`src/include/msg_unit_consts.svh`:
```
`ifndef MSG_UNIT_CONSTS_SVH
`define MSG_UNIT_CONSTS_SVH

// register byte offsets inside the a-side window
`define ADDR_MSB          7
`define OFS_TX_WORD3      8'h0c
`define OFS_RX_WORD0      8'h10
`define OFS_STATUS        8'h20
`define OFS_INT_STATUS    8'h24
`define OFS_INT_MASK      8'h28

// a-side status and interrupt bit positions
`define AST_RX_FULL0      0
`define AST_TX_EMPTY3     1
`define INT_RX_FULL0      0
`define INT_TX_EMPTY3     1

// b-side status bit positions
`define BST_RX_FULL3      0
`define BST_TX_EMPTY0     1

// reset values
`define RST_WORD          32'h0000_0000
`define RST_MASK          32'h0000_0000

// ahb-lite encodings
`define HTRANS_ACTIVE_BIT 1
`define HRESP_OKAY        1'b0
`define HRESP_ERROR       1'b1

`endif

```
`src/include/msg_unit_pkg.sv`:
```
package msg_unit_pkg;

  // bus response sequencer: two-cycle error answer
  typedef enum logic [1:0] {
    ST_IDLE     = 2'b00,
    ST_ERR_WAIT = 2'b01,
    ST_ERR_DONE = 2'b10
  } resp_state_e;

endpackage : msg_unit_pkg

```
`src/msg_channel.sv`:
```
`timescale 1ns/1ps
`include "msg_unit_consts.svh"

module msg_channel
  import msg_unit_pkg::*;
(
  input  logic        clk_sys,
  input  logic        rst,
  input  logic        wr_stb,
  input  logic [31:0] wr_data,
  input  logic        rd_stb,
  output logic [31:0] word,
  output logic        rx_full,
  output logic        tx_empty
);

  // single word, no second stage: a new write simply overwrites
  always_ff @(posedge clk_sys) begin
    if (rst) begin
      word <= `RST_WORD;
    end else if (wr_stb) begin
      word <= wr_data;
    end
  end

  // a write wins over a read in the same cycle, the new word is unread
  always_ff @(posedge clk_sys) begin
    if (rst) begin
      rx_full  <= 1'b0;
      tx_empty <= 1'b1;
    end else if (wr_stb) begin
      rx_full  <= 1'b1;
      tx_empty <= 1'b0;
    end else if (rd_stb) begin
      rx_full  <= 1'b0;
      tx_empty <= 1'b1;
    end
  end

endmodule : msg_channel

```
`src/ahb_reg_port.sv`:
```
`timescale 1ns/1ps
`include "msg_unit_consts.svh"

module ahb_reg_port
  import msg_unit_pkg::*;
(
  input  logic                 clk_sys,
  input  logic                 rst,
  input  logic                 hsel,
  input  logic [31:0]          haddr,
  input  logic [1:0]           htrans,
  input  logic                 hwrite,
  input  logic                 hready,
  input  logic [31:0]          hwdata,
  output logic                 hreadyout,
  output logic                 hresp,
  output logic [31:0]          hrdata,
  input  logic [31:0]          rd_data,
  output logic [`ADDR_MSB:0]   rd_addr,
  output logic                 rd_stb,
  output logic                 wr_stb,
  output logic [`ADDR_MSB:0]   wr_addr,
  output logic [31:0]          wr_data
);

  resp_state_e state;
  resp_state_e next_state;
  logic        accept;
  logic        reject;
  logic        wr_pend;

  // address phase taken only while the bus is ready
  assign accept  = hsel && hready && htrans[`HTRANS_ACTIVE_BIT];
  assign reject  = accept && hwrite && (haddr[`ADDR_MSB:0] == `OFS_RX_WORD0);
  assign rd_addr = haddr[`ADDR_MSB:0];
  assign rd_stb  = accept && !hwrite;
  assign wr_stb  = wr_pend;
  assign wr_data = hwdata;

  // error answer is one wait cycle then one ready cycle, both with error
  always_comb begin
    next_state = state;
    case (state)
      ST_IDLE, ST_ERR_DONE: begin
        next_state = reject ? ST_ERR_WAIT : ST_IDLE;
      end
      ST_ERR_WAIT: begin
        next_state = ST_ERR_DONE;
      end
      default: begin
        next_state = ST_IDLE;
      end
    endcase
  end

  always_ff @(posedge clk_sys) begin
    if (rst) begin
      state <= ST_IDLE;
    end else begin
      state <= next_state;
    end
  end

  assign hreadyout = (state != ST_ERR_WAIT);
  assign hresp     = (state == ST_IDLE) ? `HRESP_OKAY : `HRESP_ERROR;

  // writes complete in the data phase, when hwdata stands
  always_ff @(posedge clk_sys) begin
    if (rst) begin
      wr_pend <= 1'b0;
      wr_addr <= '0;
    end else begin
      wr_pend <= accept && hwrite && !reject;
      if (accept) begin
        wr_addr <= haddr[`ADDR_MSB:0];
      end
    end
  end

  // read data registered at the address edge: zero wait states
  always_ff @(posedge clk_sys) begin
    if (rst) begin
      hrdata <= `RST_WORD;
    end else if (rd_stb) begin
      hrdata <= rd_data;
    end
  end

endmodule : ahb_reg_port

```
`src/messaging_unit.sv`:
```
`timescale 1ns/1ps
`include "msg_unit_consts.svh"


module messaging_unit
  import msg_unit_pkg::*;
(
  input  logic        clk_sys,
  input  logic        rst,
  input  logic        hsel,
  input  logic [31:0] haddr,
  input  logic [1:0]  htrans,
  input  logic        hwrite,
  input  logic [2:0]  hsize,
  input  logic [31:0] hwdata,
  input  logic        hready,
  output logic        hreadyout,
  output logic        hresp,
  output logic [31:0] hrdata,
  output logic        irq_a,
  input  logic        b_tx_word0_wr,
  input  logic [31:0] b_tx_word0_data,
  input  logic        b_rx_word3_rd,
  input  logic        b_rx_irq_en3,
  input  logic        b_tx_irq_en0,
  output logic [31:0] b_side_rx_word3,
  output logic [31:0] b_side_status_reg,
  output logic        b_rx_irq3,
  output logic        b_tx_irq0
);

  logic [`ADDR_MSB:0] rd_addr;
  logic [`ADDR_MSB:0] wr_addr;
  logic               rd_stb;
  logic               wr_stb;
  logic [31:0]        wr_data;
  logic [31:0]        rd_data;
  logic               wr_tx3;
  logic               wr_mask;
  logic               rd_rx0;
  logic               rd_int;
  logic [31:0]        word0;
  logic               rx_full0;
  logic               tx_empty0;
  logic               rx_full3;
  logic               tx_empty3;
  logic [31:0]        a_side_status_reg;
  logic [31:0]        int_status;
  logic [31:0]        int_set;
  logic [31:0]        int_mask;

  // offset compare shared by the read and write decoders
  function automatic logic hit(input logic [`ADDR_MSB:0] addr,
                               input logic [`ADDR_MSB:0] ofs);
    hit = (addr == ofs);
  endfunction : hit

  // bus front end; hsize is not decoded, only whole words are carried
  ahb_reg_port u_port (
    .clk_sys   (clk_sys),
    .rst       (rst),
    .hsel      (hsel),
    .haddr     (haddr),
    .htrans    (htrans),
    .hwrite    (hwrite),
    .hready    (hready),
    .hwdata    (hwdata),
    .hreadyout (hreadyout),
    .hresp     (hresp),
    .hrdata    (hrdata),
    .rd_data   (rd_data),
    .rd_addr   (rd_addr),
    .rd_stb    (rd_stb),
    .wr_stb    (wr_stb),
    .wr_addr   (wr_addr),
    .wr_data   (wr_data)
  );

  // register strobes
  assign wr_tx3  = wr_stb && hit(wr_addr, `OFS_TX_WORD3);
  assign wr_mask = wr_stb && hit(wr_addr, `OFS_INT_MASK);
  assign rd_rx0  = rd_stb && hit(rd_addr, `OFS_RX_WORD0);
  assign rd_int  = rd_stb && hit(rd_addr, `OFS_INT_STATUS);

  // a to b channel, word 3
  msg_channel u_ch3 (
    .clk_sys  (clk_sys),
    .rst      (rst),
    .wr_stb   (wr_tx3),
    .wr_data  (wr_data),
    .rd_stb   (b_rx_word3_rd),
    .word     (b_side_rx_word3),
    .rx_full  (rx_full3),
    .tx_empty (tx_empty3)
  );

  // b to a channel, word 0
  msg_channel u_ch0 (
    .clk_sys  (clk_sys),
    .rst      (rst),
    .wr_stb   (b_tx_word0_wr),
    .wr_data  (b_tx_word0_data),
    .rd_stb   (rd_rx0),
    .word     (word0),
    .rx_full  (rx_full0),
    .tx_empty (tx_empty0)
  );

  // status views built from the live flags of every channel, so any
  // write or read leaves both sides consistent in the same cycle
  always_comb begin
    a_side_status_reg                 = '0;
    a_side_status_reg[`AST_RX_FULL0]  = rx_full0;
    a_side_status_reg[`AST_TX_EMPTY3] = tx_empty3;
    b_side_status_reg                 = '0;
    b_side_status_reg[`BST_RX_FULL3]  = rx_full3;
    b_side_status_reg[`BST_TX_EMPTY0] = tx_empty0;
  end

  // read mux; the transmit word is write-only and reads as zero
  always_comb begin
    case (rd_addr)
      `OFS_RX_WORD0: begin
        rd_data = word0;
      end
      `OFS_STATUS: begin
        rd_data = a_side_status_reg;
      end
      `OFS_INT_STATUS: begin
        rd_data = int_status;
      end
      `OFS_INT_MASK: begin
        // a mask write still in its data phase is forwarded to a read behind it
        rd_data = wr_mask ? wr_data : int_mask;
      end
      default: begin
        rd_data = '0;
      end
    endcase
  end

  // a-side events: b delivered word 0, b consumed word 3
  always_comb begin
    int_set                 = '0;
    int_set[`INT_RX_FULL0]  = b_tx_word0_wr;
    int_set[`INT_TX_EMPTY3] = b_rx_word3_rd;
  end

  // sticky bits cleared by reading them; a set in that cycle survives
  always_ff @(posedge clk_sys) begin
    if (rst) begin
      int_status <= '0;
    end else if (rd_int) begin
      int_status <= int_set;
    end else begin
      int_status <= int_status | int_set;
    end
  end

  // mask has the layout of the sticky register
  always_ff @(posedge clk_sys) begin
    if (rst) begin
      int_mask <= `RST_MASK;
    end else if (wr_mask) begin
      int_mask <= wr_data;
    end
  end

  assign irq_a = |(int_status & int_mask);

  // b-side requests are registered levels, one cycle behind the flags
  always_ff @(posedge clk_sys) begin
    if (rst) begin
      b_rx_irq3 <= 1'b0;
      b_tx_irq0 <= 1'b0;
    end else begin
      b_rx_irq3 <= rx_full3 && b_rx_irq_en3;
      b_tx_irq0 <= tx_empty0 && b_tx_irq_en0;
    end
  end

  // write to word 3 shows on the b side after the data-phase edge
  chk_tx3_reflect : assert property (@(posedge clk_sys) disable iff (rst)
    wr_tx3 |=> (b_side_rx_word3 == $past(wr_data)))
    else $error("word 3 not reflected to b side");

  // word 3 cannot be read back by a
  chk_tx3_write_only : assert property (@(posedge clk_sys) disable iff (rst)
    (rd_stb && hit(rd_addr, `OFS_TX_WORD3)) |=> (hrdata == 32'h0000_0000))
    else $error("word 3 readable on a side");

  // overwrite of an unread word keeps full and takes the new value
  chk_no_double_buf : assert property (@(posedge clk_sys) disable iff (rst)
    (wr_tx3 && rx_full3) |=> (rx_full3 && b_side_rx_word3 == $past(wr_data)))
    else $error("unread word 3 not overwritten");

  // flag pair moves together on a word 3 write
  chk_tx3_flags : assert property (@(posedge clk_sys) disable iff (rst)
    wr_tx3 |=> (!a_side_status_reg[`AST_TX_EMPTY3] && b_side_status_reg[`BST_RX_FULL3]))
    else $error("word 3 flags not updated by write");

  // enabled receive request follows within two edges
  chk_rx3_irq : assert property (@(posedge clk_sys) disable iff (rst)
    (wr_tx3 && b_rx_irq_en3) ##1 b_rx_irq_en3 |=> b_rx_irq3)
    else $error("receive irq 3 not raised");

  // no request while the enable is off
  chk_rx3_irq_off : assert property (@(posedge clk_sys) disable iff (rst)
    !$past(b_rx_irq_en3) |-> !b_rx_irq3)
    else $error("receive irq 3 without enable");

  // status of the other channel stays current across a word 3 write
  chk_status_refresh : assert property (@(posedge clk_sys) disable iff (rst)
    (wr_tx3 && b_tx_word0_wr) |=>
      (a_side_status_reg[`AST_RX_FULL0] && !b_side_status_reg[`BST_TX_EMPTY0]))
    else $error("status not refreshed on write");

  // read of word 0 returns the whole 32-bit word
  chk_rx0_read : assert property (@(posedge clk_sys) disable iff (rst)
    rd_rx0 |=> (hrdata == $past(word0)))
    else $error("word 0 read data wrong");

  // b write visible on a after one edge, with full set
  chk_rx0_visible : assert property (@(posedge clk_sys) disable iff (rst)
    b_tx_word0_wr |=> (word0 == $past(b_tx_word0_data) && rx_full0))
    else $error("word 0 not visible on a side");

  // write to word 0 gets the two-cycle error answer
  chk_rx0_wr_error : assert property (@(posedge clk_sys) disable iff (rst)
    (hsel && hready && htrans[`HTRANS_ACTIVE_BIT] && hwrite &&
     hit(haddr[`ADDR_MSB:0], `OFS_RX_WORD0))
      |=> (!hreadyout && hresp) ##1 (hreadyout && hresp))
    else $error("write to word 0 not rejected");

  // rejected write leaves the word untouched
  chk_rx0_no_write : assert property (@(posedge clk_sys) disable iff (rst)
    (!hreadyout && !$past(b_tx_word0_wr)) |-> $stable(word0))
    else $error("word 0 changed by rejected write");

  // reads elsewhere never consume word 0
  chk_rx0_decode : assert property (@(posedge clk_sys) disable iff (rst)
    (rd_stb && !hit(rd_addr, `OFS_RX_WORD0) && rx_full0) |=> rx_full0)
    else $error("word 0 consumed by other offset");

  // read of word 0 frees the b transmitter
  chk_rx0_consume : assert property (@(posedge clk_sys) disable iff (rst)
    (rd_rx0 && !b_tx_word0_wr) |=> (!rx_full0 && b_side_status_reg[`BST_TX_EMPTY0]))
    else $error("word 0 read did not update flags");

  // enabled transmit request follows the read
  chk_tx0_irq : assert property (@(posedge clk_sys) disable iff (rst)
    (rd_rx0 && !b_tx_word0_wr && b_tx_irq_en0) ##1 (b_tx_irq_en0 && !b_tx_word0_wr)
      |=> b_tx_irq0)
    else $error("transmit irq 0 not raised");

  // an event in the clearing read cycle is kept
  chk_int_set_wins : assert property (@(posedge clk_sys) disable iff (rst)
    (rd_int && b_tx_word0_wr) |=> int_status[`INT_RX_FULL0])
    else $error("event lost on clearing read");

  // interrupt line stays low while the whole mask is clear
  chk_irq_a_masked : assert property (@(posedge clk_sys) disable iff (rst)
    (int_mask == 32'h0000_0000) |-> !irq_a)
    else $error("irq asserted while fully masked");

endmodule : messaging_unit

```
`config.mk`:
```
export PLATFORM = sky130hd
export DESIGN_NAME = messaging_unit
export DESIGN_NICKNAME = d
export VERILOG_FILES = /design/src/include/msg_unit_pkg.sv /design/src/msg_channel.sv /design/src/ahb_reg_port.sv /design/src/messaging_unit.sv
export VERILOG_INCLUDE_DIRS = /design/src /design/src/include
export SDC_FILE = /design/constraint.sdc
export NUM_CORES = 1
export LEC_CHECK = 0
export BUFFER_PORTS_ARGS = -buffer_cell sky130_fd_sc_hd__buf_2
export CORE_MARGIN = 4
export CORE_UTILIZATION = 45
export CTS_BUF_LIST = sky130_fd_sc_hd__clkbuf_4 sky130_fd_sc_hd__clkbuf_8
export CTS_CLUSTER_SIZE = 40
export DETAILED_ROUTE_END_ITERATION = 10
export HOLD_SLACK_MARGIN = 0.02
export MAX_ROUTING_LAYER = met4
export PLACE_DENSITY = 0.71
export REMOVE_ABC_BUFFERS = 1
export SLEW_MARGIN = 20
export SYNTH_ARGS = -nofsm -noshare
export SYNTH_HDL_FRONTEND = slang
export SYNTH_HIERARCHICAL = 1
export SYNTH_SLANG_ARGS = --single-unit
```
`constraint.sdc`:
```
create_clock -name clk_sys -period 2.17 [get_ports clk_sys]
set_clock_uncertainty 0.2 [all_clocks]
set_input_delay 0.651 -clock clk_sys [delete_from_list [all_inputs] [get_ports clk_sys]]
set_output_delay 0.651 -clock clk_sys [all_outputs]
set_load 0.01 [all_outputs]
```
==> impl_metrics.yaml <==
status:
  status: "completed"
critical_path:
  r2r_slack_ns: 0.33
  crit_path_start_kind: "flip-flop"
  crit_type: "flip-flop to output pin"
  r2r_end: "u_port/hrdata[14]$_SDFFE_PP0P_"
  crit_required_ns: 1.32
  r2r_cells: 7
  r2r_start: "u_port/wr_addr[7]$_SDFFE_PP0N_"
  critPathLaunch: "u_port/state[0]$_SDFF_PP0_"
  crit_arrival_ns: 1.16
  crit_fanout: 3
  cp-end-kind: "output pin"
layout:
  drive_gt1_share_pct: 28.17
  nNetsFinal: 910
  utilization_pct: 52.37
  area_growth_pct: 14.39
  diodes: 0
  fin_area_sq_mm: 0.007241
pwr:
  comb_power_share_pct: 6.4
  p_per_area_mw_per_mm2: 716.1
  netSwitchingFraction_pct: 24.59
  ir_drop_uv: 540.2
  clkPwrFrac_pct: 40.3
  intPower_uw: 3910
  p_switching_uw: 1275
  share_seq_of_total_power_pct: 53.4
  p_leak_uw: 0.003318
timing:
  slew_violations: 0
  finalCriticalPeriod_ns: 2.016
  rsz0062_at_grt: "false"
  min_period_over_period_pct: 92.89
  setup_viol: 0
  timing.fmax_mhz: 496.1
  hold_viol: 0
cts:
  cts_resized: 0
  clk_path_buf_depth: 2
  ctsHoldBuffers: 0
  cts_max_level: 4
  clkSlewWorstSetupHoldPaths_ns: 0.08
  insertion_delay_ns: 0.44
  cts_made_buffers: 17
  clock_sinks: 147
  cts-root-buf: "clkbuf_8"
  cts_setup_buffers: 0
  cts_tree: "yes"
routing:
  drt-total-wl_mm: 13.90
  drtAntennaViolNets: 0
  drtIter0Drc: 305
  vias: 4716
  wl_per_cell_um: 13.99
  drc: 0
  via_per_inst: 4.749
  firstDrtPassIters: 4
synthesis:
  synthesis.area_sq_mm: 0.006330
  yosysTopAreaCell: "dfxtp_1"
  ys_seq_area_share_pct: 46.49
  synth-edff-count: 0
  synth-seq-cells: 147
  synthCells: 686
  yosysWarnings: 6
  yosysUniqueCellTypes: 37
  synthFlopType: "dfxtp_1"
  yosys-top-cells-count: "dfxtp_1 (147), nand2_1 (113), nor2_1 (103), mux2i_1 (96), buf_4 (76)"
  synth_top_area_share_pct: 46.49
  yosys-top-cells-area: "dfxtp_1 (46%), mux2i_1 (15%), buf_4 (9.0%)"
  ys_async_sr_fraction_pct: 0
  avgSynthCellArea_sq_um: 9.227
  synth_most_common_cell: "dfxtp_1"
die:
  coreArea_sq_mm: 0.01383
  die_area_sq_mm: 0.01603
  die_h_um: 126.6
  start_util_pct: 45.78
  rows: 43
  ios: 211
  dieWidth_um: 126.6
grt:
  gr-usage-all-layers_pct: 18.08
  grt_pass1_vias: 4405
  grt_overflow: 0
  grt_pass1_wl_mm: 22.58
  antenna_found_initial: 0
  grt_max_degree: 36
place:
  io_buffers: 152
  dp_hpwl_mm: 9.570
  placedInstanceArea_sq_mm: 0.006850
  gp_congestion: 0.7759
min_path:
  min_from: "b_tx_irq_en0"
  hold_depth: 3
  whs_endpoint: "b_tx_irq0$_SDFF_PP0_"
  min_path_type: "primary input to flip-flop"
job:
  drv_cap: 0
-- cell usage in the layout, fill, tap and decap left out, types with 2 or more instances in the layout --
master	n
conb_1	30
o21bai_1	2
nor2b_1	3
o2bb2ai_1	2
dfxtp_1	147
nand3b_1	2
nor2_1	103
a21oi_2	10
nand4b_4	2
nand2b_1	3
a22oi_1	2
clkinvlp_4	5
clkinv_2	4
buf_2	151
mux2i_1	96
o21ai_1	30
nand3_1	3
buf_12	8
nand2_1	113
bufinv_16	2
buf_4	20
inv_6	4
o21ai_0	2
inv_1	2
clkbuf_8	17
a21oi_1	35
-- power by group through the flow --
stage / Clock (uW) / Sequential, uW / Combinational (uW)
final: 2090 / 2770 / 329
after global placement: 0 / 2830 / 324
after detailed placement: 0 / 2830 / 328
after floorplan: 0 / 2820 / 114
after CTS: 2160 / 2770 / 329
after global routing: 2300 / 2770 / 366
-- registers in the layout, summed over array words and instances, names as in the netlist --
register	flops
int_mask	32
u_ch0/word	32
u_ch3/word	32
u_port/hrdata	32
u_port/wr_addr	8
int_status	2
u_port/state	2
b_rx_irq3	1
b_tx_irq0	1
u_ch0/rx_full	1
u_ch0/tx_empty	1
u_ch3/rx_full	1
u_ch3/tx_empty	1
u_port/wr_stb	1
-- kinds of logic (layout without fill, tap and decap cells) --
group | after synthesis | count (layout) | synth area share (%)
other cells | 1 | 30 | 0.05924
compound gates | 84 | 84 | 7.571
flops | 147 | 147 | 46.49
simple gates | 242 | 242 | 16.58
buf+inv | 116 | 214 | 14.11
mux | 96 | 96 | 15.18
-- metal layers --
layer  vias to the layer above  share of wire [%]  GRT usage [%]
met1                      2165                 45          23.11
met4                         0                1.3          5.489
met5                         -                  0              -
met3                        18                6.8          5.642
li1                       2386                  -              -
met2                       147                 47          27.55
-- area by class of cell --
cell class | instances | area (sq um)
clock buffer | 17 | 234.0
sequential | 147 | 2943
multi-input combinational | 452 | 2604
clock inverter | 15 | 156.4
tap | 180 | 225.2
inverter | 3 | 12.51
fill | 1302 | 6586
timing repair buffer | 179 | 1066
-- how the worst max path moves through the flow --
stage	endpoint	depth (start not counted)
finish	hresp	2
global route	hresp	2
floorplan	u_ch3/word[0]$_SDFFE_PP0P_	4
detailed placement	u_port/hrdata[4]$_SDFFE_PP0P_	8
CTS	hresp	2
global placement	u_port/hrdata[13]$_SDFFE_PP0P_	8
-- worst max-delay path: stages (launching register included) --
cell and delay [ns]:
dfxtp_1 0.33, or2_2 0.27, buf_2 0.14
-- stage by stage --
| stage | std cells | total power (uW) | worst slack [ns] | setup TNS (ns) | hold slack, ns |
|---|---|---|---|---|---|
| floorplan | 602 | 2938 | -0.3149 | -18.91 | 0.2134 |
| global placement | 961 | 3153 | -0.07287 | -1.664 | 0.2384 |
| detailed placement | 961 | 3157 | -0.07099 | -1.476 | 0.2452 |
| CTS | 993 | 5257 | 0.1043 | 0 | 0.1796 |
| global route | 993 | 5436 | 0.07355 | 0 | 0.1909 |
| finish | 993 | 5185 | 0.1543 | 0 | 0.2264 |
No activity file was read; power rests on OpenSTA's default activity.
